==> src/hpm_defines.svh <==
// Constants of the pass-through handle manager: command codes, status codes, field layout, timing.
// Assumes a 50 MHz system clock and four field-device channels.
`ifndef HPM_DEFINES_SVH
`define HPM_DEFINES_SVH

`define HPM_NUM_CHAN 4
`define HPM_CMD_REQUEST 8'h01
`define HPM_CMD_QUERY 8'h0C
`define HPM_DELIM_LONG 8'h82
`define HPM_ST_SUCCESS 8'h00
`define HPM_ST_BUSY 8'h20
`define HPM_ST_ACCEPTED 8'h21
`define HPM_ST_PENDING 8'h22
`define HPM_ST_REFUSED 8'h23
`define HPM_HANDLE_NONE 8'h00
`define HPM_HANDLE_FIRST 8'h01
`define HPM_HANDLE_LAST 8'hFF
`define HPM_COUNT_HANDLE 16'h0001
`define HPM_ADDR_BITS 38
// Request bytes before the PDU data: channel, command, delimiter, address(5), cmd, count
`define HPM_REQ_FIXED_BYTES 10
// Checksum trailer byte
`define HPM_REQ_TAIL_BYTES 1
`define HPM_CLK_HZ 50000000
`define HPM_TICK_SEC 1
`define HPM_SEC_CYCLES (`HPM_TICK_SEC * `HPM_CLK_HZ)

`endif

==> src/hpm_pkg.sv <==
// Types shared by the pass-through handle manager modules.
// Assumes hpm_defines.svh provides the numeric constants.
package hpm_pkg;
   typedef enum logic [1:0] {SL_IDLE, SL_RUN, SL_HOLD} hpm_slot_st_t;
   typedef struct packed {
      hpm_slot_st_t st;
      logic [1:0] ch;
      logic [7:0] hdl;
      logic [15:0] len;
      logic [7:0] secs;
   } hpm_slot_t;
endpackage

==> src/hpm_chk_if.sv <==
// Carries the channel qualification between the manager and the request checker.
// Assumes both ends run on the same clock.
`timescale 1ns/100ps
`default_nettype none
interface hpm_chk_if;
   logic [7:0] chan;
   logic [7:0] words;
   logic [7:0] delim;
   logic [39:0] addr;
   logic [7:0] data_cnt;
   logic chan_ok;
   logic frame_ok;
   modport mgr (output chan, words, delim, addr, data_cnt, input chan_ok, frame_ok);
   modport chk (input chan, words, delim, addr, data_cnt, output chan_ok, frame_ok);
endinterface
`default_nettype wire

==> src/hpm_req_check.sv <==
// Qualifies a channel and a pass-through frame for the handle manager.
// Assumes per-channel state vectors are stable in the arrival cycle.
`timescale 1ns/100ps
`default_nettype none
`include "hpm_defines.svh"
module hpm_req_check #(
   parameter int NCH = `HPM_NUM_CHAN
) (
   hpm_chk_if.chk chk,                        // Qualification carrier
   input wire logic [NCH-1:0] i_chan_en,      // Channel enabled
   input wire logic [NCH-1:0] i_addr_known,   // Unique address determined
   input wire logic [NCH-1:0] i_info_busy,    // Device info gathering active
   input wire logic [NCH*40-1:0] i_dev_addr   // Known long addresses, channel 0 low
);
   import hpm_pkg::*;
   wire chan_in_range = chk.chan < 8'(NCH);
   wire [1:0] ch = chk.chan[1:0];
   wire [39:0] known = i_dev_addr[ch*40 +: 40];
   // Word count in 16-bit words; widened so a full packet never wraps
   wire [9:0] have_bytes = {1'b0, chk.words, 1'b0};
   wire [9:0] need_bytes = 10'(`HPM_REQ_FIXED_BYTES) + {2'b00, chk.data_cnt}
                           + 10'(`HPM_REQ_TAIL_BYTES);
   // Master bit is not part of the device identity
   wire addr_ok = chk.addr[`HPM_ADDR_BITS-1:0] == known[`HPM_ADDR_BITS-1:0];
   assign chk.chan_ok = chan_in_range && i_chan_en[ch] && i_addr_known[ch]
                        && !i_info_busy[ch];
   assign chk.frame_ok = addr_ok && chk.delim == `HPM_DELIM_LONG
                         && have_bytes >= need_bytes;
endmodule // hpm_req_check
`default_nettype wire

==> src/hpm_sec_tick.sv <==
// One-second enable pulse for handle timeouts.
// Assumes a free-running system clock.
`timescale 1ns/100ps
`default_nettype none
`include "hpm_defines.svh"
module hpm_sec_tick #(
   parameter int SEC_CYCLES = `HPM_SEC_CYCLES
) (
   input wire logic i_clk,   // System clock
   input wire logic i_rstn,  // Async reset, active low
   output logic o_tick       // One-cycle pulse each second
);
   logic [31:0] cnt;
   wire wrap = cnt == 32'(SEC_CYCLES - 1);
   always_ff @(posedge i_clk or negedge i_rstn) begin
      if (!i_rstn) begin
         cnt <= 32'h0;
         o_tick <= 1'b0;
      end else begin
         cnt <= wrap ? 32'h0 : cnt + 32'h1;
         o_tick <= wrap;
      end
   end
endmodule // hpm_sec_tick
`default_nettype wire

==> src/hpm_handle_mgr.sv <==
// Pass-through request and completion query interpreter with a two-slot handle table.
// Assumes one message per strobe; the field-device engine reports results by handle.
`timescale 1ns/100ps
`default_nettype none
`include "hpm_defines.svh"
module hpm_handle_mgr #(
   parameter int NCH = `HPM_NUM_CHAN,
   parameter int SEC_CYCLES = `HPM_SEC_CYCLES
) (
   input wire logic i_clk,                    // 50 MHz clock
   input wire logic i_rstn,                   // Async reset, active low
   input wire logic i_msg_valid,              // Message strobe, one cycle
   input wire logic [7:0] i_msg_chan,         // Channel byte
   input wire logic [7:0] i_msg_cmd,          // Module command byte
   input wire logic [7:0] i_msg_handle,       // Query handle
   input wire logic [7:0] i_msg_words,        // Received message word count
   input wire logic [7:0] i_pdu_delim,        // PDU delimiter
   input wire logic [39:0] i_pdu_addr,        // PDU long address
   input wire logic [7:0] i_pdu_data_cnt,     // PDU request data count
   input wire logic [NCH-1:0] i_chan_en,      // Channel enabled
   input wire logic [NCH-1:0] i_addr_known,   // Unique address determined
   input wire logic [NCH-1:0] i_info_busy,    // Device info gathering
   input wire logic [NCH*40-1:0] i_dev_addr,  // Known long addresses
   input wire logic [7:0] i_timeout_sec,      // Handle timeout, seconds
   input wire logic i_fwd_done,               // Field reply ready, one cycle
   input wire logic [7:0] i_fwd_handle,       // Handle of that reply
   input wire logic [15:0] i_fwd_len,         // Reply bytes without preamble
   output logic o_fwd_valid,                  // Forward command pulse
   output logic [1:0] o_fwd_chan,             // Forward channel
   output logic [7:0] o_fwd_handle,           // Forward handle
   output logic o_rsp_valid,                  // Reply pulse
   output logic [7:0] o_rsp_chan,             // Reply channel
   output logic [7:0] o_rsp_status,           // Reply status
   output logic [15:0] o_rsp_count,           // Reply count
   output logic [7:0] o_rsp_handle,           // Reply handle
   output logic o_rsp_data,                   // Response data follows reply
   output logic [NCH-1:0] o_chan_pending      // Channel holds an active handle
);
   import hpm_pkg::*;

   hpm_chk_if chk ();
   hpm_slot_t slot [2];
   logic [7:0] hnext;
   logic tick;

   function automatic logic [7:0] hpm_inc(input logic [7:0] h);
      return (h == `HPM_HANDLE_LAST) ? `HPM_HANDLE_FIRST : h + 8'h01;
   endfunction

   function automatic logic slot_on(input hpm_slot_t s);
      return s.st != SL_IDLE;
   endfunction

   assign chk.chan = i_msg_chan;
   assign chk.words = i_msg_words;
   assign chk.delim = i_pdu_delim;
   assign chk.addr = i_pdu_addr;
   assign chk.data_cnt = i_pdu_data_cnt;

   hpm_req_check #(.NCH(NCH)) u_chk (
      .chk(chk.chk),
      .i_chan_en(i_chan_en),
      .i_addr_known(i_addr_known),
      .i_info_busy(i_info_busy),
      .i_dev_addr(i_dev_addr)
   );

   hpm_sec_tick #(.SEC_CYCLES(SEC_CYCLES)) u_tick (
      .i_clk(i_clk),
      .i_rstn(i_rstn),
      .o_tick(tick)
   );

   // Decisions use the table as it stands in the arrival cycle
   wire [1:0] ch = i_msg_chan[1:0];
   wire on0 = slot_on(slot[0]);
   wire on1 = slot_on(slot[1]);
   wire own0 = on0 && slot[0].ch == ch;
   wire own1 = on1 && slot[1].ch == ch;
   wire is_req = i_msg_valid && i_msg_cmd == `HPM_CMD_REQUEST;
   wire is_qry = i_msg_valid && !is_req;
   wire qry_ok = i_msg_cmd == `HPM_CMD_QUERY && chk.chan_ok
                 && i_msg_handle != `HPM_HANDLE_NONE;
   wire hit0 = qry_ok && own0 && slot[0].hdl == i_msg_handle;
   wire hit1 = qry_ok && own1 && slot[1].hdl == i_msg_handle;
   wire hit_sel = hit1;
   wire hit = hit0 || hit1;
   wire hit_hold = hit && slot[hit_sel].st == SL_HOLD;
   wire req_ok = chk.chan_ok && chk.frame_ok && !own0 && !own1;
   wire full = on0 && on1;
   wire accept = is_req && req_ok && !full;
   wire free_sel = on0;
   // Only one other slot can be live at acceptance, so one skip is enough
   wire [7:0] hcand = ((on0 && slot[0].hdl == hnext) || (on1 && slot[1].hdl == hnext))
                      ? hpm_inc(hnext) : hnext;

   logic [7:0] next_status;
   logic [15:0] next_count;
   logic [7:0] next_handle;
   always_comb begin
      next_status = `HPM_ST_REFUSED;
      next_count = `HPM_COUNT_HANDLE;
      next_handle = `HPM_HANDLE_NONE;
      if (is_req) begin
         if (req_ok && full) begin
            next_status = `HPM_ST_BUSY;
         end else if (accept) begin
            next_status = `HPM_ST_ACCEPTED;
            next_handle = hcand;
         end
      end else begin
         next_handle = i_msg_handle;
         if (hit_hold) begin
            next_status = `HPM_ST_SUCCESS;
            next_count = `HPM_COUNT_HANDLE + slot[hit_sel].len;
         end else if (hit) begin
            next_status = `HPM_ST_PENDING;
         end
         // Anything else stays refused: bad command, handle, channel or expiry
      end
   end

   always_ff @(posedge i_clk or negedge i_rstn) begin
      if (!i_rstn) begin
         o_rsp_valid <= 1'b0;
         o_rsp_chan <= 8'h00;
         o_rsp_status <= `HPM_ST_REFUSED;
         o_rsp_count <= 16'h0000;
         o_rsp_handle <= `HPM_HANDLE_NONE;
         o_rsp_data <= 1'b0;
      end else begin
         o_rsp_valid <= i_msg_valid;
         if (i_msg_valid) begin
            o_rsp_chan <= i_msg_chan;
            o_rsp_status <= next_status;
            o_rsp_count <= next_count;
            o_rsp_handle <= next_handle;
            o_rsp_data <= is_qry && hit_hold;
         end
      end
   end

   always_ff @(posedge i_clk or negedge i_rstn) begin
      if (!i_rstn) begin
         o_fwd_valid <= 1'b0;
         o_fwd_chan <= 2'b00;
         o_fwd_handle <= `HPM_HANDLE_NONE;
         hnext <= `HPM_HANDLE_FIRST;
      end else begin
         o_fwd_valid <= accept;
         if (accept) begin
            o_fwd_chan <= ch;
            o_fwd_handle <= hcand;
            hnext <= hpm_inc(hcand);
         end
      end
   end

   // A finished reply with a zero timeout setting is still kept one tick
   wire [7:0] secs_load = (i_timeout_sec == 8'h00) ? 8'h01 : i_timeout_sec;

   for (genvar s = 0; s < 2; s++) begin : g_slot
      wire take = accept && free_sel == 1'(s);
      wire done = i_fwd_done && slot[s].st == SL_RUN && slot[s].hdl == i_fwd_handle;
      wire read = is_qry && hit_hold && hit_sel == 1'(s);
      wire expire = slot[s].st == SL_HOLD && tick && slot[s].secs == 8'h01;
      always_ff @(posedge i_clk or negedge i_rstn) begin
         if (!i_rstn) begin
            slot[s] <= '{st: SL_IDLE, ch: 2'b00, hdl: 8'h00, len: 16'h0000, secs: 8'h00};
         end else begin
            case (slot[s].st)
               SL_IDLE: begin
                  if (take) begin
                     slot[s].st <= SL_RUN;
                     slot[s].ch <= ch;
                     slot[s].hdl <= hcand;
                  end
               end
               SL_RUN: begin
                  if (done) begin
                     slot[s].st <= SL_HOLD;
                     slot[s].len <= i_fwd_len;
                     slot[s].secs <= secs_load;
                  end
               end
               SL_HOLD: begin
                  if (read || expire) begin
                     slot[s].st <= SL_IDLE;
                  end else if (tick) begin
                     slot[s].secs <= slot[s].secs - 8'h01;
                  end
               end
               default: slot[s].st <= SL_IDLE;
            endcase
         end
      end
   end

   always_comb begin
      o_chan_pending = '0;
      for (int c = 0; c < NCH; c++) begin
         o_chan_pending[c] = (on0 && slot[0].ch == 2'(c)) || (on1 && slot[1].ch == 2'(c));
      end
   end
endmodule // hpm_handle_mgr
`default_nettype wire

==> config.mk <==
export PLATFORM = sky130hd
export DESIGN_NAME = hpm_handle_mgr
export DESIGN_NICKNAME = d
export VERILOG_FILES = /design/src/hpm_pkg.sv /design/src/hpm_chk_if.sv /design/src/hpm_req_check.sv /design/src/hpm_sec_tick.sv /design/src/hpm_handle_mgr.sv
export VERILOG_INCLUDE_DIRS = /design/src
export SDC_FILE = /design/constraint.sdc
export NUM_CORES = 1
export LEC_CHECK = 0
export ABC_AREA = 1
export BUFFER_PORTS_ARGS = -buffer_cell sky130_fd_sc_hd__buf_2
export CORE_ASPECT_RATIO = 0.75
export CORE_MARGIN = 2
export CORE_UTILIZATION = 45
export CTS_CLUSTER_DIAMETER = 40
export DETAILED_ROUTE_END_ITERATION = 12
export PLACE_DENSITY = 0.71
export RECOVER_POWER = 25
export SYNTH_ARGS = -nofsm -noshare
export SYNTH_HDL_FRONTEND = slang
export SYNTH_HIERARCHICAL = 1
export SYNTH_SLANG_ARGS = --single-unit
==> constraint.sdc <==
create_clock -name i_clk -period 6.45 [get_ports i_clk]
set_clock_uncertainty 0.2 [all_clocks]
set_input_delay 1.29 -clock i_clk [delete_from_list [all_inputs] [get_ports i_clk]]
set_output_delay 1.29 -clock i_clk [all_outputs]
set_load 0.05 [all_outputs]
==> metrics.txt <==
WL final 39100 µm; Fin. Hold Viols 0; initial antenna violation count 1; first-pass GRT wire length 62200 µm; FMAX 0.196 GHz; FF-to-FF Start hnext[0]$_DFFE_PN1P_; Synth Cell Area 11900 µm²; synth warn 6; multi-input combinational cell area 6700 µm²; Int Pwr 1.88 mW; grt ovf 0; Critical Path End Type flop; WS Path Type input pin to flop; share of the synthesized area in the top cell type 32.9%; initial DRC count 1054; hpwl dp 31100 µm; count of final max-slew check failures 73; Placer Congestion 0.990; Initial Util 45.9%; cell taking the most area after synthesis dfrtp_1; CP Max Fanout 21; Seq pwr share 40.5%; share of layout cells above drive strength 1 20.0%; maxcap violations 1; Comb pwr share 23.2%; fillers 2615; post-synthesis register bit count 161; Slew HR -160%; RSZ-0062 raised after global routing false; synth unique cells 55; Leak 7.77 nW; Synth Flop Type dfrtp_1; WL per Instance 15.5 µm; FF-to-FF path depth 16; io pins 353; Die Span X 192 µm; Final Instance Area 14300 µm²; largest net degree at the start of global routing 73; synthesized area per cell 6.44 µm²; FF/Latch Area 4030 µm²; Worst Setup Start Kind input pin; Tcrit/Tclk final 79.1%; cts hold-fix bufs 0; # resized after CTS 0; clk buf depth 2; crit path DAT 5.24 ns; R2R Path End hnext[5]$_DFFE_PN0P_; switching part of the total power 33.7%; Tot GR Track Use 28.3%; Worst Tran Pin Value 3.90 ns; Min-Delay Path Class flop to flop; synth cell count leaders nand2_1 (690), inv_1 (194), nor2_1 (179), nand3_1 (169), dfrtp_1 (157); # clock sinks 161; core area 26000 µm²; status finished, violations left; # rows 51; CTS buffer count 17; Net count, final 2480; Worst Hold Launch o_rsp_count[15]$_DFFE_PN0P_; clock-pin slew on the worst setup and hold paths 0.07 ns; DR vias 13020; CTS tree done; pwr/cell area 198 nW/µm²; Post-Synthesis Cells 1851; count leader, synth nand2_1; number of flops mapped to enable cells by yosys 0; first-pass iteration count of the detailed router 5; port buffer count 337; Area Overhead vs Synth 20.1%; clock root buffer clkbuf_16; critical path required time 6.59 ns; r2r setup slk 2.96 ns; final setup fails 0; via-per-instance ratio 5.16; clock share of power 36.3%; worst vdd ir 0.150 mV; htree depth 4; register area share after synthesis 33.8%; hold path cells 2; Area contributors post-synth dfrtp_1 (33%), nand2_1 (22%), nand3_1 (7.1%); Die Span Y 145 µm; Placed Area 13800 µm²; Async SR Flop Fraction 100%; TNS Setup 0 ns; number of global-route vias before repair 12014; crit path time final 5.10 ns; hold worst-path end o_rsp_count[15]$_DFFE_PN0P_; Post-CTS Setup Repair Bufs 0; post-route ant nets 0; Die Area 27800 µm²; Worst-Skew Late Latency 0.43 ns; failing checks max-capacitance violations, max-slew violations; switching pwr 955 µW; DRC 0
-- power groups by stage --
stage | Combinational (mW) | Clock [mW] | Sequential (mW)
after floorplan | 0.389 | 0 | 1.19
after global placement | 0.634 | 0 | 1.16
after detailed placement | 0.650 | 0 | 1.16
after CTS | 0.654 | 1.04 | 1.14
after global routing | 0.739 | 1.09 | 1.16
final | 0.657 | 1.03 | 1.15
-- registers in the layout (all words and copies together), names as in the netlist, 3 cells and up --
| signal | cells |
|---|---|
| hnext | 8 |
| o_fwd_handle | 8 |
| o_rsp_chan | 8 |
| o_rsp_count | 16 |
| o_rsp_handle | 8 |
| o_rsp_status | 3 |
| slot | 72 |
| u_tick/cnt | 32 |
-- critical path: stages --
cell and delay, ns:
buf_2 0.11, ha_1 0.21, xnor2_1 0.27, nor3b_1 0.35
nand2_1 0.09, nor2_1 0.14, xnor2_1 0.09, ha_1 0.30
nand2_1 0.07, nor2_1 0.12, nand2_1 0.07, o2111ai_1 0.32
nand3_1 0.16, nor2_1 0.25, inv_1 0.07, nor3_1 0.16
nand3_1 0.14, nor2_2 0.10, buf_4 0.20, nand2_1 0.41
o21ai_0 0.32
-- placed cells by master, fill, tap and decap left out, types with 4 or more instances in the layout --
cell,synthesis,routed
a21oi_1,31,31
buf_2,21,335
buf_4,9,12
clkbuf_16,0,17
clkinv_4,0,5
conb_1,1,5
dfrtp_1,157,157
dfstp_2,4,4
ha_1,18,18
inv_1,194,194
inv_2,11,10
nand2_1,690,692
nand2_2,10,10
nand3_1,169,169
nand3b_1,28,28
nand4_1,24,24
nor2_1,179,189
nor2_2,14,13
nor2_4,14,6
nor3_1,13,13
o21ai_0,107,107
o21ai_1,15,15
o22ai_1,8,8
xnor2_1,17,17
xor2_1,41,41
-- worst max path at each step --
stage | start | cells after the start | end
3_5_place_dp | i_pdu_data_cnt[1] | 22 | slot[25]$_DFFE_PN0P_
5_1_grt | i_pdu_data_cnt[1] | 22 | slot[29]$_DFFE_PN0P_
2_1_floorplan | i_pdu_data_cnt[1] | 21 | slot[25]$_DFFE_PN0P_
4_1_cts | i_pdu_data_cnt[1] | 21 | slot[26]$_DFFE_PN0P_
6_report | i_pdu_data_cnt[1] | 21 | slot[24]$_DFFE_PN0P_
3_3_place_gp | i_pdu_data_cnt[1] | 22 | slot[25]$_DFFE_PN0P_
-- cell families after synthesis --
| family | synth area share, % |
|---|---|
| AOI/OAI and AO/OA | 8.59 |
| and+or+nand+nor | 42.1 |
| buffers and inverters | 9.31 |
| other | 0.0314 |
| DFF | 33.8 |
| adders and majority gates | 1.89 |
| xor gates and xnor gates | 4.26 |
-- cell type report --
type                       instances  area share (%)
clock buffer                      18            3.07
clock inverter                    14            1.06
tap                              344            3.01
inverter                         209            5.50
sequential                       161            28.2
antenna                            1          0.0175
multi-input combinational       1428            46.8
timing repair buffer             349            12.4
-- layer usage --
metal  wire length (µm)  GRT usage [%]  vias up  part of all wire (%)
li1                   -              -     6467                     -
met1              18100           41.0     5924                    46
met2              16600           42.3      567                    42
met3               3380           5.42       62                   8.6
met4                988           8.81        0                   2.5
met5                  0              0        -                     0
-- stage by stage --
step	power [mW]	worst slack, ns	hold slack [ns]	utilization (%)	std cells
finish	2.83	1.35	0.275	55.1	2524
detailed placement	1.81	0.906	0.259	53.3	2491
CTS	2.84	1.34	0.275	55.5	2523
global route	2.98	0.815	0.283	55.1	2524
floorplan	1.58	1.90	0.242	-	1855
global placement	1.79	0.948	0.255	53.3	2491
Power figures use the tool's default switching activity.
